**src/rtl/ulst_regs.vh**
```
`ifndef ULST_REGS_VH
`define ULST_REGS_VH

// ==========================================================================
// register offsets on the register port
// ==========================================================================
`define ULST_A_CTRL         3'h1
`define ULST_A_FRAME        3'h3
`define ULST_A_LINE_STATUS  3'h5
`define ULST_A_RX_LEVEL     3'h6

// ==========================================================================
// control register fields
// ==========================================================================
`define ULST_CTRL_THR_IE    0
`define ULST_CTRL_FIFO_EN   1
`define ULST_CTRL_RESET     8'h00
`define ULST_FRAME_RESET    4'hA

// ==========================================================================
// line status fields
// ==========================================================================
`define ULST_LS_DATA_READY  0
`define ULST_LS_OVERRUN     1
`define ULST_LS_PARITY      2
`define ULST_LS_FRAMING     3
`define ULST_LS_BREAK       4
`define ULST_LS_THR_EMPTY   5
`define ULST_LS_TX_EMPTY    6
`define ULST_LS_FIFO_ERR    7
`define ULST_LS_RESET       8'h60

// ==========================================================================
// receive queue sizes and timing
// ==========================================================================
`define ULST_FIFO_DEPTH     6'h20
`define ULST_HOLD_DEPTH     6'h01
`define ULST_TAG_W          3
`define ULST_PTR_W          5
`define ULST_OVERSAMPLE     4

`endif

```
**src/rtl/ulst_tag_mem.v**
```verilog
`timescale 1ns/1ps
`include "ulst_regs.vh"

// ==========================================================================
// error tag store, one entry per queued receive character
// ==========================================================================
module ulst_tag_mem (
  // clock
  input  wire                     clk_sys,
  // write side
  input  wire                     wr_en,
  input  wire [`ULST_PTR_W-1:0]   wr_addr,
  input  wire [`ULST_TAG_W-1:0]   wr_tag,
  // read side
  input  wire [`ULST_PTR_W-1:0]   rd_addr,
  output reg  [`ULST_TAG_W-1:0]   rd_tag_q
);

  reg [`ULST_TAG_W-1:0] mem_q [0:31];

  // storage needs no reset; tags are only read for queued characters
  always @(posedge clk_sys) begin
    if (wr_en) begin
      mem_q[wr_addr] <= wr_tag;
    end
    rd_tag_q <= mem_q[rd_addr];
  end

endmodule // ulst_tag_mem

```
**src/rtl/ulst_brk_det.v**
```verilog
`timescale 1ns/1ps
`include "ulst_regs.vh"

// ==========================================================================
// break detector: receive line low for one whole frame
// ==========================================================================
module ulst_brk_det (
  // clock, reset, enable
  input  wire       clk_sys,
  input  wire       resetn,
  input  wire       ce,
  // line and timing
  input  wire       rx_pin,
  input  wire       baud_tick,
  input  wire [3:0] frame_bits,
  // result
  output reg        brk_q
);

  reg       sync1_q;
  reg       sync2_q;
  reg       armed_q;
  reg [7:0] cnt_q;
  wire [7:0] limit;

  // one frame is frame_bits times the oversampling ticks
  assign limit = {frame_bits, {`ULST_OVERSAMPLE{1'b0}}};

  always @(posedge clk_sys or negedge resetn) begin
    if (!resetn) begin
      sync1_q <= 1'b1;
      sync2_q <= 1'b1;
      armed_q <= 1'b1;
      cnt_q   <= 8'h00;
      brk_q   <= 1'b0;
    end else if (ce) begin
      sync1_q <= rx_pin;
      sync2_q <= sync1_q;
      brk_q   <= 1'b0;
      if (sync2_q) begin
        armed_q <= 1'b1;
        cnt_q   <= 8'h00;
      end else if (baud_tick && armed_q) begin
        if (cnt_q + 8'h01 >= limit) begin
          brk_q   <= 1'b1;
          armed_q <= 1'b0;
          cnt_q   <= 8'h00;
        end else begin
          cnt_q <= cnt_q + 8'h01;
        end
      end
    end
  end

endmodule // ulst_brk_det

```
**src/rtl/ulst_top.v**
```verilog
// Implementation choices: the register offsets and the address-and-strobe port.
`timescale 1ns/1ps
`include "ulst_regs.vh"

module ulst_top (
  // clock, reset, enable
  input  wire       clk_sys,
  input  wire       resetn,
  input  wire       ce,
  // register port
  input  wire [2:0] addr,
  input  wire [7:0] wdata,
  input  wire       wr,
  input  wire       rd,
  output reg  [7:0] rd_data_q,
  // transmit path
  input  wire       thr_write,
  input  wire       tsr_load,
  input  wire       tx_fifo_empty,
  input  wire       tsr_empty,
  // receive path
  input  wire       rx_char_valid,
  input  wire       rx_char_pe,
  input  wire       rx_char_fe,
  input  wire       rx_pop,
  input  wire       rx_pin,
  input  wire       baud_tick,
  // results
  output reg        rx_push_q,
  output reg        rx_push_brk_q,
  output reg        thr_irq_q,
  output reg        data_ready_q
);

  // ========================================================================
  // declarations
  // ========================================================================
  reg  [7:0]             ctrl_q;
  reg  [3:0]             frame_q;
  reg                    thre_q;
  reg                    thre_d;
  reg                    temt_q;
  reg                    temt_d;
  reg                    txe_prev_q;
  reg                    ovr_q;
  reg                    fifo_err_q;
  reg  [`ULST_TAG_W-1:0] top_err_q;
  reg  [5:0]             rx_cnt_q;
  reg  [5:0]             rx_cnt_d;
  reg  [`ULST_PTR_W-1:0] wr_ptr_q;
  reg  [`ULST_PTR_W-1:0] rd_ptr_q;
  reg  [1:0]             topev_q;
  reg  [7:0]             rd_mux;
  wire                   fifo_en;
  wire                   thr_ie;
  wire                   brk_evt;
  wire                   ch_in;
  wire [`ULST_TAG_W-1:0] ch_tag;
  wire [5:0]             depth;
  wire                   rx_full;
  wire                   do_push;
  wire                   do_pop;
  wire                   ovr_set;
  wire                   top_new;
  wire                   ls_read;
  wire                   ctrl_wr;
  wire                   mode_chg;
  wire                   thre_set;
  wire [`ULST_TAG_W-1:0] top_tag;
  wire [7:0]             line_status;

  assign fifo_en = ctrl_q[`ULST_CTRL_FIFO_EN];
  assign thr_ie  = ctrl_q[`ULST_CTRL_THR_IE];

  // ========================================================================
  // break detection
  // ========================================================================
  ulst_brk_det u_brk (
    .clk_sys    (clk_sys),
    .resetn     (resetn),
    .ce         (ce),
    .rx_pin     (rx_pin),
    .baud_tick  (baud_tick),
    .frame_bits (frame_q),
    .brk_q      (brk_evt)
  );

  // ========================================================================
  // receive queue accounting
  // ========================================================================
  // a break arrives as one character tagged break plus framing
  assign ch_in   = rx_char_valid | brk_evt;
  assign ch_tag  = brk_evt ? 3'h6 : {1'b0, rx_char_fe, rx_char_pe};
  assign depth   = fifo_en ? `ULST_FIFO_DEPTH : `ULST_HOLD_DEPTH;
  assign rx_full = (rx_cnt_q >= depth);
  assign do_push = ch_in & ~rx_full;
  assign ovr_set = ch_in & rx_full;
  assign do_pop  = rx_pop & (rx_cnt_q != 6'h00);
  assign ctrl_wr = wr & (addr == `ULST_A_CTRL);
  assign mode_chg = ctrl_wr & (wdata[`ULST_CTRL_FIFO_EN] != fifo_en);

  // a new character reaches the top of the queue
  assign top_new = (do_push & ~do_pop & (rx_cnt_q == 6'h00)) |
                   (do_pop & ~do_push & (rx_cnt_q > 6'h01)) |
                   (do_pop & do_push & (rx_cnt_q == 6'h01)) |
                   (do_pop & do_push & (rx_cnt_q > 6'h01));

  always @* begin
    rx_cnt_d = rx_cnt_q;
    if (do_push && !do_pop) begin
      rx_cnt_d = rx_cnt_q + 6'h01;
    end else if (do_pop && !do_push) begin
      rx_cnt_d = rx_cnt_q - 6'h01;
    end
  end

  ulst_tag_mem u_tags (
    .clk_sys  (clk_sys),
    .wr_en    (do_push & ce),
    .wr_addr  (wr_ptr_q),
    .wr_tag   (ch_tag),
    .rd_addr  (rd_ptr_q),
    .rd_tag_q (top_tag)
  );

  always @(posedge clk_sys or negedge resetn) begin
    if (!resetn) begin
      rx_cnt_q      <= 6'h00;
      wr_ptr_q      <= 5'h00;
      rd_ptr_q      <= 5'h00;
      topev_q       <= 2'h0;
      rx_push_q     <= 1'b0;
      rx_push_brk_q <= 1'b0;
      data_ready_q  <= 1'b0;
    end else if (ce) begin
      rx_push_q     <= do_push;
      rx_push_brk_q <= do_push & brk_evt;
      // switching modes empties the queue
      if (mode_chg) begin
        rx_cnt_q     <= 6'h00;
        wr_ptr_q     <= 5'h00;
        rd_ptr_q     <= 5'h00;
        topev_q      <= 2'h0;
        data_ready_q <= 1'b0;
      end else begin
        rx_cnt_q     <= rx_cnt_d;
        data_ready_q <= (rx_cnt_d != 6'h00);
        topev_q      <= {topev_q[0], top_new};
        if (do_push) begin
          wr_ptr_q <= wr_ptr_q + 5'h01;
        end
        if (do_pop) begin
          rd_ptr_q <= rd_ptr_q + 5'h01;
        end
      end
    end
  end

  // ========================================================================
  // receive error flags
  // ========================================================================
  assign ls_read = rd & (addr == `ULST_A_LINE_STATUS);

  always @(posedge clk_sys or negedge resetn) begin
    if (!resetn) begin
      ovr_q      <= 1'b0;
      fifo_err_q <= 1'b0;
      top_err_q  <= 3'h0;
    end else if (ce) begin
      // a new event beats the clear of a read in the same cycle
      ovr_q <= ovr_set | (ovr_q & ~ls_read);
      fifo_err_q <= (do_push & (ch_tag != 3'h0)) |
                    (fifo_err_q & ~ls_read & ~mode_chg);
      if (mode_chg) begin
        top_err_q <= 3'h0;
      end else if (topev_q[1]) begin
        top_err_q <= top_tag | (top_err_q & {3{~ls_read}});
      end else if (ls_read) begin
        top_err_q <= 3'h0;
      end
    end
  end

  // ========================================================================
  // transmit status and interrupt request
  // ========================================================================
  assign thre_set = fifo_en ? (tx_fifo_empty & ~txe_prev_q) : tsr_load;

  always @* begin
    // a host load in the same cycle as a move leaves the holding stage full
    if (thr_write) begin
      thre_d = 1'b0;
    end else if (thre_set) begin
      thre_d = 1'b1;
    end else begin
      thre_d = thre_q;
    end
    if (fifo_en) begin
      temt_d = tx_fifo_empty & tsr_empty;
    end else begin
      temt_d = thre_d & tsr_empty;
    end
  end

  always @(posedge clk_sys or negedge resetn) begin
    if (!resetn) begin
      thre_q     <= 1'b1;
      temt_q     <= 1'b1;
      txe_prev_q <= 1'b1;
      thr_irq_q  <= 1'b0;
    end else if (ce) begin
      thre_q     <= thre_d;
      temt_q     <= temt_d;
      txe_prev_q <= tx_fifo_empty;
      thr_irq_q  <= thre_d & thr_ie;
    end
  end

  // ========================================================================
  // line status assembly
  // ========================================================================
  assign line_status = {fifo_err_q & fifo_en,
                        temt_q,
                        thre_q,
                        top_err_q,
                        ovr_q,
                        data_ready_q};

  // ========================================================================
  // register port
  // ========================================================================
  always @* begin
    case (addr)
      `ULST_A_CTRL:        rd_mux = ctrl_q;
      `ULST_A_FRAME:       rd_mux = {4'h0, frame_q};
      `ULST_A_LINE_STATUS: rd_mux = line_status;
      `ULST_A_RX_LEVEL:    rd_mux = {2'h0, rx_cnt_q};
      default:             rd_mux = 8'h00;
    endcase
  end

  always @(posedge clk_sys or negedge resetn) begin
    if (!resetn) begin
      ctrl_q    <= `ULST_CTRL_RESET;
      frame_q   <= `ULST_FRAME_RESET;
      rd_data_q <= 8'h00;
    end else if (ce) begin
      rd_data_q <= rd ? rd_mux : 8'h00;
      if (wr) begin
        case (addr)
          `ULST_A_CTRL:  ctrl_q  <= {6'h00, wdata[1:0]};
          `ULST_A_FRAME: frame_q <= wdata[3:0];
          // line status and level are read-only; writes fall here
          default:       ctrl_q  <= ctrl_q;
        endcase
      end
    end
  end

endmodule // ulst_top

```
**config.mk**
```make
export PLATFORM = sky130hd
export DESIGN_NAME = ulst_top
export DESIGN_NICKNAME = d
export VERILOG_FILES = /design/src/rtl/ulst_tag_mem.v /design/src/rtl/ulst_brk_det.v /design/src/rtl/ulst_top.v
export VERILOG_INCLUDE_DIRS = /design/src /design/src/rtl
export SDC_FILE = /design/constraint.sdc
export NUM_CORES = 1
export LEC_CHECK = 0
export BUFFER_PORTS_ARGS = -buffer_cell sky130_fd_sc_hd__buf_2
export CORE_AREA = 2 2 130 132
export CTS_CLUSTER_SIZE = 10
export DETAILED_ROUTE_END_ITERATION = 8
export DIE_AREA = 0 0 132 134
export GPL_ROUTABILITY_DRIVEN = 0
export GPL_TIMING_DRIVEN = 0
export SKIP_LAST_GASP = 1
export SLEW_MARGIN = 5
export SYNTH_ARGS = -nofsm -noshare
export SYNTH_HDL_FRONTEND = slang
export SYNTH_HIERARCHICAL = 1
export SYNTH_SLANG_ARGS = --single-unit
```
**constraint.sdc**
```tcl
create_clock -name clk_sys -period 8.56 [get_ports clk_sys]
set_input_delay 0.428 -clock clk_sys [delete_from_list [all_inputs] [get_ports clk_sys]]
set_output_delay 0.428 -clock clk_sys [all_outputs]
set_load 0.02 [all_outputs]
```
# Word-level counts from Yosys, hierarchy flattened
# Memory sizes are Yosys's and may differ from the RTL's. A register that Yosys moved wholly into a read port is not among the register bits.
# Index checks and enable logic that the tools add are counted.
[totals]
latch_bits = 0
ff_bits = 56
rom_bits = 0
elab_cells = 127
out_inout_bits = 12
mem_bits_rw = 96
in_bits = 26
mem_count = 1
[classes]
reduce_logical = 21
mul = 0
div_mod_pow = 0
shift = 0
n_mux = 31
n_eq_ne = 6
n_bitwise = 38
magnitude_cmp = 3
addsub = 5
[mem_list]
columns = ["memory", "words", "width", "read_ports", "rd_clocked_by_memory_dff", "write_ports", "line", "text"]
rows = [
  ["u_tags.mem_q", 32, 3, 1, 1, 1, "ulst_tag_mem.v:19", "reg [`ULST_TAG_W-1:0] mem_q [0:31];"],
]
[ops]
columns = ["operator", "n"]
rows = [
  ["$mux W8", 4],
  ["$pmux W8 S4", 1],
  ["$and A1 B1 Y1", 24],
  ["$mux W6", 4],
  ["$mux W5", 4],
  ["$mux W1", 13],
  ["$mux W3", 4],
  ["$reduce_bool A6 Y1", 2],
  ["$add A5 B1 Y5 const B", 2],
  ["$reduce_and A3 Y1", 3],
  ["$add A8 B1 Y8 const B", 1],
  ["$ge A8 B8 Y1", 1],
  ["$reduce_and A2 Y1", 4],
  ["$reduce_bool A2 Y1", 4],
  ["$add A6 B1 Y6 const B", 1],
  ["$eq A3 B3 Y1 const B", 2],
  ["$eq A6 B1 Y1 const B", 1],
  ["$ge A6 B6 Y1", 1],
  ["$gt A6 B1 Y1 const B", 1],
  ["$logic_not A6 Y1", 1],
  ["$not A1 Y1", 6],
  ["$or A1 B1 Y1", 6],
  ["$reduce_bool A3 Y1", 2],
  ["$sub A6 B1 Y6 const B", 1],
  ["8 further kinds", 11],
]

# Depth between registers and ports, before layout
# Gate-level depths: netlist of the first run.
[depth]
ltp_word = 11
depth_mapped = 10
ltp_nobuf = 9

# Hierarchy
# Netlist of the first run, hierarchy kept.
[by_module_without_submodules]
columns = ["mod", "instances", "seq_area_each_um2", "cells_each", "area_each_um2"]
rows = [
  ["ulst_tag_mem", 1, 2942.8, 185, 3916.3],
  ["ulst_top", 1, 1107.3, 253, 2556.2],
  ["ulst_brk_det", 1, 304.0, 71, 754.5],
]

# Worst setup path before layout of the first run
# OpenSTA, ideal clock, no wires.
[synth_timing]
path_kind = "flip-flop to flip-flop"
from = "register rx_cnt_q[0]"
to = "memory u_tags/mem_q[28][0] (netlist bit) (enable)"
setup_ps = 319
slack_ps = 5333
period_less_slack_ps = 3227
path_stages_with_launch = 11
arrival_time_ps = 2908
t_required_ps = 8241
n_path_buf = 3
cell_sequence = "dfrtp_1 buf_2 inv_1 ha_1 or4b_4 o21a_1 buf_6 nor3_2 or3b_2 clkbuf_1 nor2_1"
[synth_between]
elab_chain_len = 6
[synth_lines]
columns = ["item", "line", "text"]
rows = [
  ["from (decl)", "ulst_top.v:48", "reg [5:0] rx_cnt_q;"],
  ["from (signal assigned)", "ulst_top.v:146", "rx_cnt_q <= rx_cnt_d;"],
  ["$ge A6 B6 Y1", "ulst_top.v:95", "assign rx_full = (rx_cnt_q >= depth);"],
  ["$not A1 Y1", "ulst_top.v:96", "assign do_push = ch_in & ~rx_full;"],
  ["$and A1 B1 Y1", "ulst_top.v:96", ""],
  ["$and A1 B1 Y1", "ulst_top.v:119", ".wr_en (do_push & ce),"],
  ["$mux W1", "ulst_tag_mem.v:23", "if (wr_en) begin"],
  ["$mux W1 (not written as such)", "ulst_tag_mem.v:24", "mem_q[wr_addr] <= wr_tag;"],
  ["to (decl)", "ulst_tag_mem.v:19", ""],
]
# No other way between the ends.

# Worst setup path in the final report of the first run
[layout_timing]
from = "register rx_cnt_q[0]"
to = "memory u_tags/mem_q[0][1] (netlist bit) (enable)"
# The elaborated chain is that of the path after synthesis.

==> flow_summary_export.csv, run 1 <==
group,metric,value,unit
cts,htree_levels,4,
finish,final_nets,601,
run_status,status,"complete, no violations",
finish,fill_cells,1398,
critical_path,reg2reg_depth,10,
die,die_area,17690,sq um
cts,clk_pin_slew,60,ps
yosys,ys_types,70,
die,start_util,0.4437,
yosys,ys_top_cells_by_area,"edfxtp_1, dfrtp_1, mux4_2",
job,maxCapViolations,0,
global_routing,grt_overflow_total,0,
global_routing,grt_util_all_layers,0.1861,
drt,ant_nets,0,
placement,hpwl,10420,microns
yosys,yosysTopAreaCell,"edfxtp_1",
timing,post-route-period-util,0.4416,
drt,drt-initial-drc-count,370,
die,die_h,134,microns
cts,root_buffer,"clkbuf_16",
critical_path,slowest_delay,540,ps
power_and_ir_drop,powerDensity,293.0,nW/um^2
critical_path,cp_slowest_cell,"or4b_4",
timing,clock.fmax,264.5,MHz
finish,synthToLayoutAreaGrowth,14.44,%
die,die_w,132,microns
timing,fin_skew,18.31,ps
hold_path,hold_path_class,"input pin to async pin",
yosys,yosysTopAreaCellShare,0.3989,
critical_path,ff2ff_setup_slack,4780,ps
yosys,synth-main-ff-cell,"edfxtp_1",
critical_path,r2r-end,"u_tags/mem_q[0][1]",
yosys,synth_edf_count,96,
finish,postLayoutCellArea,8270,sq um
critical_path,path_max_fanout,10,
global_routing,antenna_found_initial,0,
global_routing,grt_max_degree,57,
die,design.core.area,16290,sq um
timing,max_slew.worst_pin.slew,820.3,ps
drt,dr.pass1.iters,5,
timing,setup_violations,0,
critical_path,cp-startpoint,"rx_cnt_q[0]",
finish,final_util,0.5077,
drt,vias,4497,
yosys,synth_nets,548,
finish,diodes,0,
critical_path,crit_required,8670,ps
timing,finalSetupTns,0,ps
finish,drive_gt1_frac,0.2522,
die,rows,47,
timing,hold_violations,0,
power_and_ir_drop,ir_drop,0.2164,mV
timing,fin_ws,4780,ps
critical_path,r2r-start,"rx_cnt_q[0]",
critical_path,start_kind,"flop",
global_routing,grt_first_pass_wirelength,25170,microns
critical_path,path_cells,"buf_2 > inv_1 > ha_1 > or4b_4 > o21a_1 > buf_6 > nor3_2 > or3b_2 > clkbuf_1 > nor2_1",
critical_path,cp.arrival,3890,ps
yosys,synth_area_per_cell,14.20,sq um
timing,holdWs,55.42,ps
yosys,netlist_area,7227,sq um
cts,cts_sinks,155,
placement,io_buffers,33,
die,io_pins,38,
cts,cts_resized,0,
yosys,synthArstFlopShare,0.3613,
yosys,synth_seq_cells,155,
drt,wl_per_cell,19.43,microns
critical_path,path_class,"flop to flop",
cts,post_cts_buffers,0,
drt,vias_per_cell,5.657,
drt,drc,0,
placement,dpl_worst_slack,4683,ps
cts,cts-buffers-inserted,17,
cts,clockBufferDepth,2,
yosys,synthTopCellsByCount,"edfxtp_1, nor2_1, dfrtp_1",
yosys,yosysWarningCount,6,
cts,cts_tree,"built",
timing,rsz0062_at_grt,"no",
yosys,yosysSeqAreaShare,0.6025,
cts,holdBufCountCts,0,
global_routing,grt_pass1_vias,4619,
cts,clk_latency,430,ps
timing,min_period,3780,ps
yosys,yosysMostFrequentCell,"edfxtp_1",
power_and_ir_drop,leakagePower,0.003018,uW
yosys,syn_inst,509,
timing,maxSlewViolCount,0,
drt,drt-total-wl,15450,microns
critical_path,cp-end-kind,"flop",
timing,slew_headroom,0.4511,
critical_path,crit_end,"u_tags/mem_q[0][1]",
placement,placed_area,7685,sq um
[registers in the layout (all words and copies together) (netlist names), 2 cells and up]
name / cells
ctrl_q: 2
rd_ptr_q: 5
frame_q: 4
wr_ptr_q: 5
u_tags/rd_tag_q: 3
u_brk/cnt_q: 8
rd_data_q: 8
rx_cnt_q: 6
u_tags/mem_q: 96
topev_q: 2
top_err_q: 3
[metal layers]
layer | vias to the layer above | track usage | wire (microns)
met5 | - | 0 | 0
met2 | 121 | 0.3070 | 7631
li1 | 2091 | - | -
met3 | 18 | 0.03628 | 628
met1 | 2267 | 0.2447 | 6889
met4 | 0 | 0.07367 | 301
[where the power goes]
| group | internal (uW) | switching, uW |
|---|---|---|
| Combinational | 334 | 378 |
| Sequential | 886 | 94.1 |
| Clock | 411 | 321 |
[per-stage QoR]
stage | power, uW | instances
finish | 2423 | 795
global route | 2542 | 795
CTS | 2443 | 795
detailed placement | 1705 | 763
global placement | 1691 | 762
floorplan | 1507 | 509
[how the worst min path moves through the flow]
stage	end	slack (ps)
final	rx_cnt_q[1]	60
after CTS	u_brk/sync1_q	210
after detailed placement	rd_data_q[2]	470
after global routing	rx_cnt_q[0]	120
after floorplan	ctrl_q[0]	130
after global placement	rd_data_q[4]	470
[layout make-up]
cell class	count	area, sq um	area share
buffer	24	123.9	0.01498
clock buffer	17	425.4	0.05144
clock inverter	15	156.4	0.01891
inverter	14	52.55	0.006354
multi-input combinational	316	2699	0.3263
sequential	155	4355	0.5266
tap	220	275.3	0.03328
timing repair buffer	34	182.7	0.02209
[logic make-up after synthesis]
logic type / after synthesis / share of synthesized area
DFF: 155 / 0.6025
and+or+nand+nor: 147 / 0.1086
AOI/OAI and AO/OA: 92 / 0.1006
muxes: 49 / 0.1233
buffers and inverters: 38 / 0.02441
xor gates and xnor gates: 15 / 0.01818
adders and majority gates: 13 / 0.02251
[critical path: cells and delay by family, from the launching register on]
family                   cells  cell delay (ps)
AND/OR/NAND/NOR              4             1810
adder cells (fa/ha/maj)      1              280
AO/OA/AOI/OAI                1              210
buffers and inverters        4              780
flip-flops                   1              370
[placed cells by master (no fill, tap or decap), types with 5 or more instances in the layout]
| cell type | n |
|---|---|
| nor2_1 | 53 |
| edfxtp_1 | 96 |
| o2bb2ai_1 | 10 |
| mux2_2 | 13 |
| inv_1 | 14 |
| mux4_2 | 29 |
| nor3_1 | 9 |
| clkbuf_16 | 17 |
| o21ai_0 | 19 |
| a22oi_1 | 5 |
| nor2b_1 | 7 |
| nand3b_1 | 5 |
| a22o_1 | 13 |
| ha_1 | 13 |
| clkbuf_1 | 16 |
| buf_2 | 35 |
| inv_6 | 5 |
| dfstp_2 | 8 |
| xor2_1 | 13 |
| nand3_1 | 10 |
| nand2_1 | 23 |
| a32o_1 | 6 |
| dfrtp_1 | 47 |
No activity file was read; power rests on OpenSTA's default activity.
==> run 2: changes to the inputs <==
--- a/config.mk
+++ b/config.mk
@@ -6,11 +6,12 @@
 export SDC_FILE = /design/constraint.sdc
 export NUM_CORES = 1
 export LEC_CHECK = 0
+export ABC_AREA = 1
 export BUFFER_PORTS_ARGS = -buffer_cell sky130_fd_sc_hd__buf_2
-export CORE_AREA = 2 2 130 132
+export CORE_AREA = 2 2 134 136
 export CTS_CLUSTER_SIZE = 10
 export DETAILED_ROUTE_END_ITERATION = 8
-export DIE_AREA = 0 0 132 134
+export DIE_AREA = 0 0 136 138
 export GPL_ROUTABILITY_DRIVEN = 0
 export GPL_TIMING_DRIVEN = 0
 export SKIP_LAST_GASP = 1
==> constraint.sdc (replaced) <==
create_clock -name clk_sys -period 3.2 [get_ports clk_sys]
set_input_delay 0.16 -clock clk_sys [delete_from_list [all_inputs] [get_ports clk_sys]]
set_output_delay 0.16 -clock clk_sys [all_outputs]
set_load 0.02 [all_outputs]
==> run 2 against run 1 <==
  * Die area up 6.1%
  * Hold slack got worse by 44 ps
  * Flip-flop and latch count stayed put
  * Synthesized cell count rose by 59%
  * Worst setup slack worse by 4500 ps
  * Highest routed layer unchanged
==> flow_summary_export.csv, run 2 <==
group,metric,value,unit
critical_path,path_class,"flop to flop",
drt,vias,5695,
finish,regMostFlops,"u_tags/mem_q",
run_status,status,"complete, no violations",
drt,wl_per_cell,16.00,microns
critical_path,start_kind,"flop",
die,start_util,0.4339,
timing,hold_violations,0,
power_and_ir_drop,ir_drop,0.4308,mV
yosys,syn_inst,810,
critical_path,crit_required,3290,ps
hold_path,hold_path_class,"input pin to flop",
drt,vias_per_cell,5.131,
power_and_ir_drop,leakagePower,0.003718,uW
yosys,ys_top_cells_by_area,"edfxtp_1, dfrtp_1, nand2_1",
critical_path,cp.arrival,3020,ps
finish,final-seq-area,4355,sq um
cts,cts-buffers-inserted,17,
cts,cts_sinks,155,
timing,rsz0062_at_grt,"no",
yosys,yosysSeqAreaShare,0.5724,
drt,drt-initial-drc-count,360,
timing,fin_skew,9.402,ps
job,maxCapViolations,0,
cts,clk_latency,420,ps
yosys,synth_edf_count,96,
critical_path,path_max_fanout,9,
yosys,netlist_area,7607,sq um
critical_path,reg2reg_depth,9,
yosys,synthArstFlopShare,0.3613,
yosys,synth_nets,849,
finish,top_regs,"u_tags/mem_q x96, rd_data_q x8, u_brk/cnt_q x8",
finish,diodes,0,
timing,min_period,2935,ps
drt,drc,0,
timing,post-route-period-util,0.9171,
finish,largest_reg_flops,96,
timing,slew_headroom,0.4963,
hold_path,hold_path_depth,3,
yosys,synth_seq_cells,155,
drt,dr.pass1.iters,5,
global_routing,grt_overflow_total,0,
cts,cts_tree,"built",
finish,synthToLayoutAreaGrowth,14.24,%
yosys,synthTopCellsByCount,"nand2_1, nand3_1, edfxtp_1",
global_routing,grt_first_pass_wirelength,28790,microns
die,rows,49,
critical_path,cp-startpoint,"rx_cnt_q[0]",
hold_path,hold_start,"wdata[0]",
cts,clk_pin_slew,60,ps
power_and_ir_drop,powerDensity,811.8,nW/um^2
yosys,yosysTopAreaCellShare,0.3789,
timing,holdWs,11.73,ps
timing,setup_violations,0,
placement,io_buffers,33,
die,design.core.area,17530,sq um
finish,multi_input_area,2859,sq um
yosys,yosysTopAreaCell,"edfxtp_1",
critical_path,crit_end,"u_tags/mem_q[2][1]",
yosys,yosysWarningCount,6,
cts,post_cts_buffers,0,
die,die_w,136,microns
cts,root_buffer,"clkbuf_16",
yosys,synth-main-ff-cell,"edfxtp_1",
finish,fill_cells,1690,
critical_path,ff2ff_setup_slack,270,ps
drt,drt-total-wl,17760,microns
critical_path,cp-end-kind,"flop",
yosys,synth_area_per_cell,9.392,sq um
timing,maxSlewViolCount,0,
placement,hpwl,11990,microns
critical_path,r2r-end,"u_tags/mem_q[2][1]",
finish,mostFrequentLayoutCells,"nand2_1, nand3_1, edfxtp_1, inv_1, nor2_1",
cts,htree_levels,4,
drt,ant_nets,0,
die,die_h,138,microns
timing,clock.fmax,340.8,MHz
global_routing,grt_max_degree,57,
timing,max_slew.worst_pin.slew,753.7,ps
global_routing,grt_util_all_layers,0.1988,
yosys,yosysMostFrequentCell,"nand2_1",
finish,final_nets,907,
global_routing,grt_pass1_vias,5567,
cts,clockBufferDepth,2,
critical_path,r2r-start,"rx_cnt_q[0]",
global_routing,antenna_found_initial,0,
die,io_pins,38,
yosys,ys_types,49,
die,die_area,18770,sq um
finish,mostFrequentLayoutCell,"nand2_1",
finish,drive_gt1_frac,0.1578,
finish,final_util,0.4956,
run 2: cell types whose count changed in the layout (fill, tap and decap cells not counted), sizes merged, moves of 13 or more:
cell | before | now
nand3 | 10 | 122
a22o | 13 | 0
mux2 | 17 | 3
inv | 21 | 69
nand2 | 23 | 269
mux4 | 30 | 0
run 2: cell type report:
cell class	instances	area share
multi-input combinational	562	0.3290
timing repair buffer	39	0.02620
clock inverter	13	0.01468
tap	229	0.03297
clock buffer	19	0.04981
sequential	155	0.5012
buffer	23	0.01540
inverter	70	0.03081
run 2: worst min-delay path by stage:
stage	endpoint
floorplan	ctrl_q[0]
global placement	u_brk/sync1_q
detailed placement	frame_q[2]
CTS	thre_q
global route	thre_q
finish	ctrl_q[0]
run 2: worst max-delay path, stage by stage (launching register included):
cell	delay, ps
dfrtp_1	430
inv_1	260
ha_1	310
nor2_2	130
nand3_4	90
nand2_4	110
nand2_4	70
nor2_4	240
nand3_1	500
nor2_1	460
run 2: per-layer routing:
layer	global-route usage	routed length, microns	vias to the layer above
met5	0	0	-
met4	0.05647	269	0
met3	0.04400	808	21
met2	0.3253	8691	140
met1	0.2663	7990	2698
li1	-	-	2836
run 2: where the power goes:
part	switching, uW	internal [uW]
clock	795	1140
combinational	1630	814
sequential	279	2400
run 2: cell families (layout without fill, tap and decap cells):
family | count (synthesis) | after routing | synth area share
AOI/OAI and AO/OA | 66 | 66 | 0.05642
xor gates and xnor gates | 9 | 9 | 0.01036
adders and majority gates | 13 | 13 | 0.02138
buffers and inverters | 93 | 164 | 0.05279
DFF | 155 | 155 | 0.5724
muxes | 3 | 3 | 0.004440
and+or+nand+nor | 471 | 471 | 0.2822
run 2: repair_timing:
action / in CTS / in global routing
gates resized for setup: 1 / 0
hold buffers: 5 / 1
endpoints found under the setup margin: 84 / 0
hold endpoints to repair: 5 / 48
run 2: stage by stage:
step | worst slack [ps] | setup TNS (ps) | total power, uW | cells | cell area [sq um]
6_report | 265.4 | 0 | 7055 | 1110 | 8691
5_1_grt | 116.0 | 0 | 7539 | 1110 | 8691
4_1_cts | 281.3 | 0 | 7086 | 1109 | 8678
3_5_place_dp | -96.03 | -1459 | 5149 | 1072 | 8066
3_3_place_gp | -219.9 | -7210 | 5129 | 1072 | 8059
2_1_floorplan | 1050 | 0 | 4419 | 810 | 7607
